--- src/fms_pkg.sv ---
package fms_pkg;
  // instruction codes
  localparam logic [7:0] CMD_WRAP_READ = 8'h0C;
  localparam logic [7:0] CMD_SET_PARAMS = 8'hC0;
  localparam logic [7:0] CMD_ENTER_QUAD = 8'h38;
  localparam logic [7:0] CMD_EXIT_QUAD = 8'hFF;
  localparam logic [7:0] CMD_RESET_EN = 8'h66;
  localparam logic [7:0] CMD_RESET = 8'h99;
  // read parameter field positions
  localparam int DUMMY_LSB = 4;
  localparam int WRAP_LSB = 0;
  localparam logic [7:0] PARAMS_RESET = 8'h00;
  localparam logic [2:0] WRAP_BITS_RESET = 3'h0;
  // reset recovery time
  localparam int CLK_MHZ = 50;
  localparam int RESET_TIME_US = 30;
  localparam int RESET_CYCLES = RESET_TIME_US * CLK_MHZ;
  localparam int ADDR_W = 24;
  typedef enum logic [4:0]
  {
    ST_CMD = 5'b00001,
    ST_ADDR = 5'b00010,
    ST_PARAM = 5'b00100,
    ST_DUMMY = 5'b01000,
    ST_DATA = 5'b10000
  } fms_state_t;
endpackage

--- src/fms_core.sv ---
`timescale 1ns/1ns
module fms_core
  import fms_pkg::*;
#(
  parameter int RESET_WAIT = RESET_CYCLES
)
(
  // clock and reset
  input wire logic SYS_CLK,
  input wire logic RST,
  input wire logic CE,
  // serial link pins
  input wire logic SCK,
  input wire logic CS_N,
  input wire logic [3:0] IO_IN,
  output logic [3:0] IO_OUT,
  output logic [3:0] IO_OE,
  // status bits
  input wire logic QUAD_ENABLE,
  input wire logic WEL_SET,
  input wire logic SUS_SET,
  input wire logic [7:0] READ_DATA,
  output logic QUAD_MODE,
  output logic WRITE_ENABLE_LATCH,
  output logic SUSPEND_STATUS,
  output logic BUSY,
  output logic ABORT,
  output logic [ADDR_W-1:0] READ_ADDR,
  output logic [7:0] READ_PARAMS,
  output logic [7:0] CONT_READ_MODE,
  output logic [2:0] WRAP_BITS
);
  ////////////////////////////////////////////////////////////////////
  // pin synchronisers
  logic [2:0] sck_s;
  logic [1:0] cs_s;
  logic [3:0] io_s1, io_s2;
  always_ff @(posedge SYS_CLK or posedge RST)
  begin
    if (RST)
    begin
      sck_s <= 3'h0;
      cs_s <= 2'h3;
      io_s1 <= 4'h0;
      io_s2 <= 4'h0;
    end
    else if (CE)
    begin
      sck_s <= {sck_s[1:0], SCK};
      cs_s <= {cs_s[0], CS_N};
      io_s1 <= IO_IN;
      io_s2 <= io_s1;
    end
  end
  // edges judged on the second and third stages only
  wire sck_rise = sck_s[1] & ~sck_s[2];
  wire sck_fall = ~sck_s[1] & sck_s[2];
  wire sel = ~cs_s[1];

  function automatic logic [3:0] dummy_count(input logic [1:0] code);
    dummy_count = {1'b0, code, 1'b0} + 4'h2;
  endfunction
  function automatic logic [6:0] wrap_len(input logic [1:0] code);
    wrap_len = 7'h08 << code;
  endfunction

  ////////////////////////////////////////////////////////////////////
  // instruction shifter
  fms_state_t state;
  logic [7:0] shreg;
  logic [4:0] cnt;
  logic [7:0] cmd;
  logic cmd_done;
  logic [ADDR_W-1:0] base;
  logic [7:0] dout;
  logic reset_armed;
  logic [31:0] wait_cnt;
  wire [3:0] step = QUAD_MODE ? 4'h4 : 4'h1;
  wire [7:0] next_shreg = QUAD_MODE ? {shreg[3:0], io_s2}
                                    : {shreg[6:0], io_s2[0]};
  wire [6:0] wlen = wrap_len(READ_PARAMS[WRAP_LSB +: 2]);
  wire [ADDR_W-1:0] wmask = {{(ADDR_W-7){1'b0}}, wlen - 7'h01};
  wire [ADDR_W-1:0] next_addr =
    (READ_ADDR & ~wmask) | ((READ_ADDR + 24'h1) & wmask);

  always_ff @(posedge SYS_CLK or posedge RST)
  begin
    if (RST)
    begin
      state <= ST_CMD;
      shreg <= 8'h00;
      cnt <= 5'h0;
      cmd <= 8'h00;
      cmd_done <= 1'b0;
      base <= '0;
      dout <= 8'h00;
      READ_ADDR <= '0;
      IO_OUT <= 4'h0;
      IO_OE <= 4'h0;
    end
    else if (CE)
    begin
      cmd_done <= 1'b0;
      if (!sel || BUSY)
      begin
        state <= ST_CMD;
        cnt <= 5'h0;
        IO_OE <= 4'h0;
      end
      else if (sck_rise)
      begin
        shreg <= next_shreg;
        cnt <= cnt + 5'(step);
        case (state)
          ST_CMD:
          begin
            if (cnt + 5'(step) == 5'h8)
            begin
              cmd <= next_shreg;
              cmd_done <= 1'b1;
              cnt <= 5'h0;
              if (QUAD_MODE && next_shreg == CMD_WRAP_READ)
                state <= ST_ADDR;
              else if (QUAD_MODE && next_shreg == CMD_SET_PARAMS)
                state <= ST_PARAM;
            end
          end
          ST_ADDR:
          begin
            base <= {base[ADDR_W-5:0], io_s2};
            if (cnt == 5'd20)
            begin
              READ_ADDR <= {base[ADDR_W-5:0], io_s2};
              cnt <= 5'h0;
              state <= ST_DUMMY;
            end
          end
          ST_PARAM:
          begin
            if (cnt == 5'h4)
              state <= ST_CMD;
          end
          ST_DUMMY:
          begin
            // cnt steps by four per clock in four-bit mode
            if (cnt == 5'({dummy_count(READ_PARAMS[DUMMY_LSB +: 2]) - 4'h1,
                           2'b00}))
            begin
              cnt <= 5'h0;
              dout <= READ_DATA;
              READ_ADDR <= next_addr;
              state <= ST_DATA;
            end
          end
          ST_DATA:
          begin
            // address runs one byte ahead so the next byte is ready
            if (cnt == 5'h4)
            begin
              cnt <= 5'h0;
              dout <= READ_DATA;
              READ_ADDR <= next_addr;
            end
          end
          default: state <= ST_CMD;
        endcase
      end
      else if (sck_fall && state == ST_DATA)
      begin
        IO_OE <= 4'hF;
        IO_OUT <= (cnt == 5'h0) ? dout[7:4] : dout[3:0];
      end
    end
  end

  ////////////////////////////////////////////////////////////////////
  // parameter capture and mode
  always_ff @(posedge SYS_CLK or posedge RST)
  begin
    if (RST)
    begin
      READ_PARAMS <= PARAMS_RESET;
      QUAD_MODE <= 1'b0;
      WRAP_BITS <= WRAP_BITS_RESET;
      CONT_READ_MODE <= 8'h00;
    end
    else if (CE)
    begin
      if (ABORT)
      begin
        READ_PARAMS <= PARAMS_RESET;
        QUAD_MODE <= 1'b0;
        WRAP_BITS <= WRAP_BITS_RESET;
        CONT_READ_MODE <= 8'h00;
      end
      else if (sck_rise && sel && !BUSY && state == ST_PARAM &&
               cnt == 5'h4)
        READ_PARAMS <= next_shreg;
      else if (cmd_done && !QUAD_MODE && cmd == CMD_ENTER_QUAD &&
               QUAD_ENABLE)
        QUAD_MODE <= 1'b1;
      else if (cmd_done && QUAD_MODE && cmd == CMD_EXIT_QUAD)
        QUAD_MODE <= 1'b0;
    end
  end

  ////////////////////////////////////////////////////////////////////
  // software reset; host must check busy and suspend first
  always_ff @(posedge SYS_CLK or posedge RST)
  begin
    if (RST)
    begin
      reset_armed <= 1'b0;
      wait_cnt <= 32'h0;
      BUSY <= 1'b0;
      ABORT <= 1'b0;
    end
    else if (CE)
    begin
      ABORT <= 1'b0;
      if (BUSY)
      begin
        wait_cnt <= wait_cnt + 32'h1;
        if (wait_cnt == 32'(RESET_WAIT) - 32'h1)
        begin
          BUSY <= 1'b0;
          wait_cnt <= 32'h0;
        end
      end
      else if (cmd_done)
      begin
        reset_armed <= (cmd == CMD_RESET_EN);
        if (reset_armed && cmd == CMD_RESET)
        begin
          BUSY <= 1'b1;
          ABORT <= 1'b1;
          reset_armed <= 1'b0;
        end
      end
    end
  end

  // latch and suspend pass through a mode change untouched
  always_ff @(posedge SYS_CLK or posedge RST)
  begin
    if (RST)
    begin
      WRITE_ENABLE_LATCH <= 1'b0;
      SUSPEND_STATUS <= 1'b0;
    end
    else if (CE)
    begin
      if (ABORT)
      begin
        WRITE_ENABLE_LATCH <= 1'b0;
        SUSPEND_STATUS <= 1'b0;
      end
      else
      begin
        WRITE_ENABLE_LATCH <= WRITE_ENABLE_LATCH | WEL_SET;
        SUSPEND_STATUS <= SUSPEND_STATUS | SUS_SET;
      end
    end
  end

  ////////////////////////////////////////////////////////////////////
  // checks
  mode_stays_spi_a: assert property (@(posedge SYS_CLK) disable iff (RST)
    CE && cmd_done && !QUAD_MODE && cmd == CMD_ENTER_QUAD && !QUAD_ENABLE
    && !BUSY |=> !QUAD_MODE)
    else $error("enter taken without quad enable");
  mode_enter_a: assert property (@(posedge SYS_CLK) disable iff (RST)
    CE && cmd_done && !QUAD_MODE && cmd == CMD_ENTER_QUAD && QUAD_ENABLE
    && wait_cnt == 32'h0 |=> QUAD_MODE)
    else $error("enter not taken");
  mode_exit_a: assert property (@(posedge SYS_CLK) disable iff (RST)
    CE && cmd_done && QUAD_MODE && cmd == CMD_EXIT_QUAD
    && wait_cnt == 32'h0 |=> !QUAD_MODE)
    else $error("exit not taken");
  reset_start_a: assert property (@(posedge SYS_CLK) disable iff (RST)
    CE && cmd_done && reset_armed && cmd == CMD_RESET && !BUSY
    |=> BUSY && ABORT)
    else $error("reset pair not accepted");
  reset_disarm_a: assert property (@(posedge SYS_CLK) disable iff (RST)
    CE && cmd_done && !BUSY && cmd != CMD_RESET_EN |=> !reset_armed)
    else $error("reset stayed armed");
  reset_clear_a: assert property (@(posedge SYS_CLK) disable iff (RST)
    ABORT && CE |=> !WRITE_ENABLE_LATCH && !SUSPEND_STATUS)
    else $error("volatile bits survived reset");
  busy_quiet_a: assert property (@(posedge SYS_CLK) disable iff (RST)
    BUSY |-> !cmd_done)
    else $error("command taken while busy");
  wrap_stay_a: assert property (@(posedge SYS_CLK) disable iff (RST)
    $changed(READ_ADDR) && state == ST_DATA && $past(state) == ST_DATA
    |-> (READ_ADDR & ~wmask) == ($past(READ_ADDR) & ~wmask))
    else $error("read left wrap window");
  c_enter_c: cover property (@(posedge SYS_CLK) $rose(QUAD_MODE));
  c_reset_c: cover property (@(posedge SYS_CLK) $fell(BUSY));
  c_wrap_c: cover property (@(posedge SYS_CLK)
    state == ST_DATA && (READ_ADDR & wmask) == wmask);
endmodule

--- config.mk ---
export PLATFORM = sky130hd
export DESIGN_NAME = fms_core
export DESIGN_NICKNAME = d
export VERILOG_FILES = /design/src/fms_pkg.sv /design/src/fms_core.sv
export SDC_FILE = /design/constraint.sdc
export NUM_CORES = 1
export LEC_CHECK = 0
export BUFFER_PORTS_ARGS = -buffer_cell sky130_fd_sc_hd__buf_2
export CAP_MARGIN = 10
export CORE_MARGIN = 3
export CORE_UTILIZATION = 30
export CTS_CLUSTER_SIZE = 14
export DETAILED_ROUTE_END_ITERATION = 12
export HOLD_SLACK_MARGIN = 0.06
export SLEW_MARGIN = 40
export SYNTH_ARGS = -nofsm -noshare
export SYNTH_HDL_FRONTEND = slang
export SYNTH_SLANG_ARGS = --single-unit
--- constraint.sdc ---
create_clock -name SYS_CLK -period 7.61 [get_ports SYS_CLK]
set_input_delay 0.3805 -clock SYS_CLK [delete_from_list [all_inputs] [get_ports SYS_CLK]]
set_output_delay 0.3805 -clock SYS_CLK [all_outputs]
set_load 0.03 [all_outputs]
---- Word level (Yosys, flattened, before mapping) ----
Cells that the tools add are included.
cells by class
  mux-type cells .......................... 48
  $mul .................................... 0
  div/mod/pow operators ................... 0
  add/subtract/negate cells ............... 6
  $lt $le $gt $ge ......................... 0
  reductions and logical operators ........ 36
  shift operators ......................... 1
  equality and inequality tests ........... 27
  bitwise gates (word level) .............. 14
operators by type and width
  kind                                                    number
  2-to-1 mux 24 bit                                       3
  case mux 24 bit (3 select lines)                        1
  2-to-1 mux 5 bit                                        14
  2-to-1 mux 8 bit                                        5
  adder 32 x 1 -> 32 bit (second input constant)          1
  equality test 32 x 11 -> 1 bit (second input constant)  1
  2-to-1 mux 32 bit                                       1
  case mux 5 bit (5 select lines)                         1
  adder 24 x 1 -> 24 bit (second input constant)          1
  bitwise AND 24 bit                                      1
  bitwise AND 24 x 7 -> 24 bit                            1
  equality test 8 bit (second input constant)             3
  NOT 7 -> 24 bit                                         1
  bitwise OR 24 bit                                       1
  case mux 5 bit (4 select lines)                         1
  2-to-1 mux 1 bit                                        16
  2-to-1 mux 4 bit                                        4
  case mux 8 bit (2 select lines)                         1
  logical AND 1 bit                                       13
  AND reduction 3 bit                                     4
  equality test 5 x 3 -> 1 bit (second input constant)    2
  equality test 5 x 4 -> 1 bit (second input constant)    2
  equality test 5 bit (second input constant)             2
  inequality test 3 bit (second input constant)           3
  other kinds (30)                                        49
storage, ports and cells
  input port bits ......................... 20
  bits in latches ......................... 0
  ROM bits ................................ 0
  bits in writable memories ............... 0
  bits in registers ....................... 145
  memories ................................ 0

---- Depth between registers and ports, before layout ----
  word-level depth ........................ 9
  depth in mapped cells ................... 9
  depth with buffers taken out ............ 8

---- Least setup slack after synthesis ----
No wires, ideal clock.
  path kind ............................... flip-flop to flip-flop
  from .................................... register QUAD_MODE
  to ...................................... register cmd[0]
  path buffers ............................ 1
  path slack .............................. 4.804 ns
  cell stages (with the launch flop) ...... 10
  data required time ...................... 7.485 ns
  period minus slack after synthesis ...... 2.806 ns
  arrival ................................. 2.681 ns
  cells stage by stage .................... dfrtp_1 -> clkbuf_1 -> inv_1 -> ha_1 -> ha_1 -> xor2_1 -> nor4b_1 -> nand2_1 -> nor2_2 -> mux2_2
on the way
  cells in the longest elaborated chain, start to end .. 4
RTL lines
  element                        RTL line         text
  start, declared                fms_core.sv:23   output logic QUAD_MODE,
  start signal, assigned         fms_core.sv:183  QUAD_MODE <= 1'b0;
  start signal, assigned         fms_core.sv:192  QUAD_MODE <= 1'b0;
  start signal, assigned         fms_core.sv:201  QUAD_MODE <= 1'b1;
  2-to-1 mux 3 bit               fms_core.sv:78   wire [3:0] step = QUAD_MODE ? 4'h4 : 4'h1;
  adder 5 x 3 -> 5 bit           fms_core.sv:117  if (cnt + 5'(step) == 5'h8)
  equality test 5 x 4 -> 1 bit   fms_core.sv:117
  AND reduction 5 bit (no line)  --
  end signal, assigned           fms_core.sv:119  cmd <= next_shreg;
  end, declared                  fms_core.sv:72   logic [7:0] cmd;
No other way between the ends.
A chain may end at the register's enable or synchronous reset.

---- Worst setup path after layout ----
  from .................................... register sck_s[1]
  to ...................................... register READ_ADDR[13]
on the way
  cells in the longest elaborated chain, start to end .. 2
RTL lines
  element                        RTL line         text
  start, declared                fms_core.sv:35   logic [2:0] sck_s;
  start signal, assigned         fms_core.sv:49   sck_s <= {sck_s[1:0], SCK};
  bitwise AND 1 bit              fms_core.sv:56   wire sck_rise = sck_s[1] & ~sck_s[2];
  AND reduction 7 bit (no line)  --
  end signal, assigned           fms_core.sv:133  READ_ADDR <= {base[ADDR_W-5:0], io_s2};
  end signal, assigned           fms_core.sv:151  READ_ADDR <= next_addr;
  end signal, assigned           fms_core.sv:162  READ_ADDR <= next_addr;
  end, declared                  fms_core.sv:28   output logic [ADDR_W-1:0] READ_ADDR,
No other way between the ends.

==> results list <==
- Kind of critical path: flop to flop
* Distinct cells, synth: 61
- TritonCTS clock tree: built
* Power density normalized to cell area: 222 nW/um^2
- Power Total: 1.72 mW
- Clock-pin slew of the registers on the worst-case setup and hold paths: 0.06 ns
- The clock drives 142 sinks.
- After clock tree synthesis, the repair step resized 0 gates.
* Async set-reset flop share out of synthesis: 100%
* Combinational share of power: 6.9%
- F_max: about 320 MHz
- In this run the count of I/O pins placed on the die edge is between 70 and 80.
- The mapped netlist covers 6620 sq um.
- Number of I/O port buffers: 64
* DIE WIDTH: 155 microns
* Setup crit end kind: flop
* Area added between synthesis and finish: 17.0%
- The run finished with clean final reports.
* H-tree depth: 4
- Total negative setup slack: 0 ns
- By instance count, the leading cell after synthesis is sky130_fd_sc_hd__dfrtp_1.
- Measured along the y axis, the die boundary spans 155 microns.
* Critical Path Start Type: flop
- Switching share of total power: 26.9%
- In this run the biggest area consumer among cell types represents 52.6% of the synthesized area.
- Post-DR vias/cell: 4.84
- In the final design database the tool counted between 600 and 700 nets.
- EDFF count, synth: 0
- Buffers inserted to repair hold after CTS numbered 0.
- Post-synthesis area per instance: 11.6 sq um
* Slew margin rel.: roughly 50%
- Global-route wire length before repair: 23300 microns
- Main area contributors after synthesis: sky130_fd_sc_hd__dfrtp_1, sky130_fd_sc_hd__mux2_2, sky130_fd_sc_hd__nand2_1
- Buffers inserted during clock tree synthesis total 17.
* Sequential element share of the synthesized area: 53.8%
* Portion of the clock cycle consumed by the worst path in the final layout: 40.8%
- Rows: 53
- The synthesized design contains 142 register bits.
- Die ar.: 23900 sq um
* Internal power: 1.26 mW
- Clock skew: 0.0205 ns
- At the later pin of the worst-skew pair, clock insertion delay measures 0.42 ns.
* Clock power frac: 46.1%
- The core region is 21400 sq um.
- For this configuration, the core starts out at a cell density of 31.0%.
* Antenna violations before repair: 0
* Number of standard cells after synthesis: 571
- Global routing used 11.9% of the available tracks across all layers.
- Counting I/O delays and the setup requirement, the final critical path takes 3.11 ns.
* Relative contribution of sequential cells to total power: between 40% and 50%
- Across the run, the number of max-cap violations was 0.
- Ant. Diodes: 0
- The first TritonRoute pass finished after 4 iterations.
* Post-synth top area cell: sky130_fd_sc_hd__dfrtp_1
- Of the cells placed in the final design, the portion with a size suffix greater than 1 is 29.7%.
- Postcts setup bufs: 0
- For this run, design rule violations remaining after detail routing come to 0.
- Grt ovf: 0
* Via count of the first global-routing pass: 4388
- Antenna-violating nets left: 0
* Required time of the critical path: 7.91 ns
* Cell chosen for the clock root: sky130_fd_sc_hd__clkbuf_16
* Total of endpoints with negative setup slack in the final report: 0
- The worst-case IR drop observed on VDD is around 0.11 mV.
- Routability cong.: 0.826
- Leak Pwr: about 3.8 nW
* Setup repair after global routing missed its margin: no
- At the pin with the least slew margin, the transition time is between 0.7 and 0.8 ns.
- Fill cells in the final layout number 2092.
- Number of DRC violations after detailed-routing iteration 0: 309
- By count the netlist is led by sky130_fd_sc_hd__dfrtp_1, sky130_fd_sc_hd__mux2_2, sky130_fd_sc_hd__nand2_1.
- Detailed placement ended at an HPWL of approximately 9400 microns.
- Flip-flop cell with the highest count after synthesis: sky130_fd_sc_hd__dfrtp_1
* Total of warnings raised by yosys: 0
* Highest net fanout along the worst path: 21
* Sw power: 464 uW
- In this run the worst hold path is classified as primary input to async pin.
* Via count: between 4k and 5k
- Entering global routing, the biggest net connects 85 pins.
* Clock Tree Buf Depth: 2
* Final hold violations: 0
- Dividing the detail-routed wire length by the instance count gives 14.7 microns.
* Final Routed Wirelength: 13500 microns
- Number of max-slew violations in the final report: 0
- Crit path DAT: 3.41 ns
## registers in the layout, summed over array words and instances (netlist names), 2 cells and up, named ones only
signal / cells
io_s2: 4
cs_s: 2
state: 5
READ_ADDR: 20
cmd: 8
dout: 8
sck_s: 3
base: 20
IO_OUT: 4
cnt: 5
io_s1: 4
READ_PARAMS: 8
shreg: 7
wait_cnt: 32
## critical path: stages (launching register included)
cell,delay (ns)
sky130_fd_sc_hd__dfrtp_1,0.42
sky130_fd_sc_hd__nor2b_1,0.33
sky130_fd_sc_hd__and3_1,0.52
sky130_fd_sc_hd__nand3_2,0.60
sky130_fd_sc_hd__nor3_4,0.54
sky130_fd_sc_hd__buf_6,0.23
sky130_fd_sc_hd__mux2_2,0.35
## power by group through the flow
stage	Sequential, mW	Combinational [mW]	Clock (mW)
2_1_floorplan	0.812	0.0957	0
3_3_place_gp	0.822	0.118	0
3_5_place_dp	0.823	0.121	0
4_1_cts	0.809	0.121	0.815
5_1_grt	0.815	0.134	0.846
6_report	0.809	0.119	0.793
## final cells by class
cell class,count,area (sq um),share of cell area [%]
clock inverter,15,144,1.86
timing repair buffer,66,339,4.38
clock buffer,17,425,5.49
inverter,13,56.3,0.727
sequential,142,3560,45.9
multi-input combinational,394,2880,37.2
tap,275,344,4.44
## routing by layer
layer | part of all wire (%) | vias up | GRT usage (%)
li1 | - | 2176 | -
met1 | 49 | 2211 | 17.0
met2 | 46 | 68 | 17.9
met3 | 3.6 | 10 | 2.88
met4 | 0.98 | 0 | 3.41
met5 | 0 | - | 0
## path summary, 6_finish.rpt
kind	start	end	slack, ns	depth (start not counted)
max	sck_s[1]	READ_ADDR[13]	4.50	6
min	RST	io_s2[0]	0.02	2
max reg2reg	sck_s[1]	READ_ADDR[13]	4.50	6
min reg2reg	shreg[4]	shreg[4]	0.48	2
max in group asynchronous	RST	base[12]	6.45	3
min in group SYS_CLK	CS_N	cs_s[0]	0.20	2
## stage by stage
stage / cells / setup WS, ns / cell area [sq um] / hold slack [ns] / utilization [%]
2_1_floorplan: 581 / 3.42 / 6650 / 0.442 / -
3_3_place_gp: 889 / 3.72 / 7140 / 0.456 / 33.4
3_5_place_dp: 890 / 4.26 / 7170 / 0.463 / 33.6
4_1_cts: 922 / 4.48 / 7740 / 0.136 / 36.2
5_1_grt: 922 / 4.19 / 7740 / 0.0750 / 36.3
6_report: 922 / 4.50 / 7740 / 0.0249 / 36.3
## cells by family (layout without fill, tap and decap cells)
family / Yosys count / after routing / synth area share [%]
flops: 142 / 142 / 53.8
other cells: 1 / 11 / 0.0567
xor+xnor: 32 / 32 / 4.24
fa+ha+maj: 5 / 5 / 0.946
simple gates: 190 / 190 / 15.2
mux: 79 / 79 / 13.4
buf+inv: 45 / 111 / 3.67
compound gates: 77 / 77 / 8.74
## layout by cell type, fill, tap and decap left out, types with 3 or more instances in the layout
cell	count
sky130_fd_sc_hd__a21o_1	4
sky130_fd_sc_hd__a21oi_1	13
sky130_fd_sc_hd__a22o_1	15
sky130_fd_sc_hd__a31oi_1	3
sky130_fd_sc_hd__and2_1	4
sky130_fd_sc_hd__and3_1	10
sky130_fd_sc_hd__and4_1	6
sky130_fd_sc_hd__buf_2	64
sky130_fd_sc_hd__clkbuf_16	17
sky130_fd_sc_hd__conb_1	11
sky130_fd_sc_hd__dfrtp_1	139
sky130_fd_sc_hd__dfstp_2	3
sky130_fd_sc_hd__ha_1	5
sky130_fd_sc_hd__inv_1	12
sky130_fd_sc_hd__inv_6	7
sky130_fd_sc_hd__inv_8	4
sky130_fd_sc_hd__mux2_2	72
sky130_fd_sc_hd__mux2i_1	5
sky130_fd_sc_hd__nand2_1	55
sky130_fd_sc_hd__nand3_1	21
sky130_fd_sc_hd__nand4_1	13
sky130_fd_sc_hd__nor2_1	32
sky130_fd_sc_hd__nor2b_1	5
sky130_fd_sc_hd__nor3_1	11
sky130_fd_sc_hd__nor3_2	3
sky130_fd_sc_hd__nor4_1	11
sky130_fd_sc_hd__nor4b_1	5
sky130_fd_sc_hd__o21a_1	3
sky130_fd_sc_hd__o21ai_0	15
sky130_fd_sc_hd__o41ai_1	6
sky130_fd_sc_hd__xnor2_1	13
sky130_fd_sc_hd__xor2_1	19
Note: power is estimated with default switching activity, not from simulation.
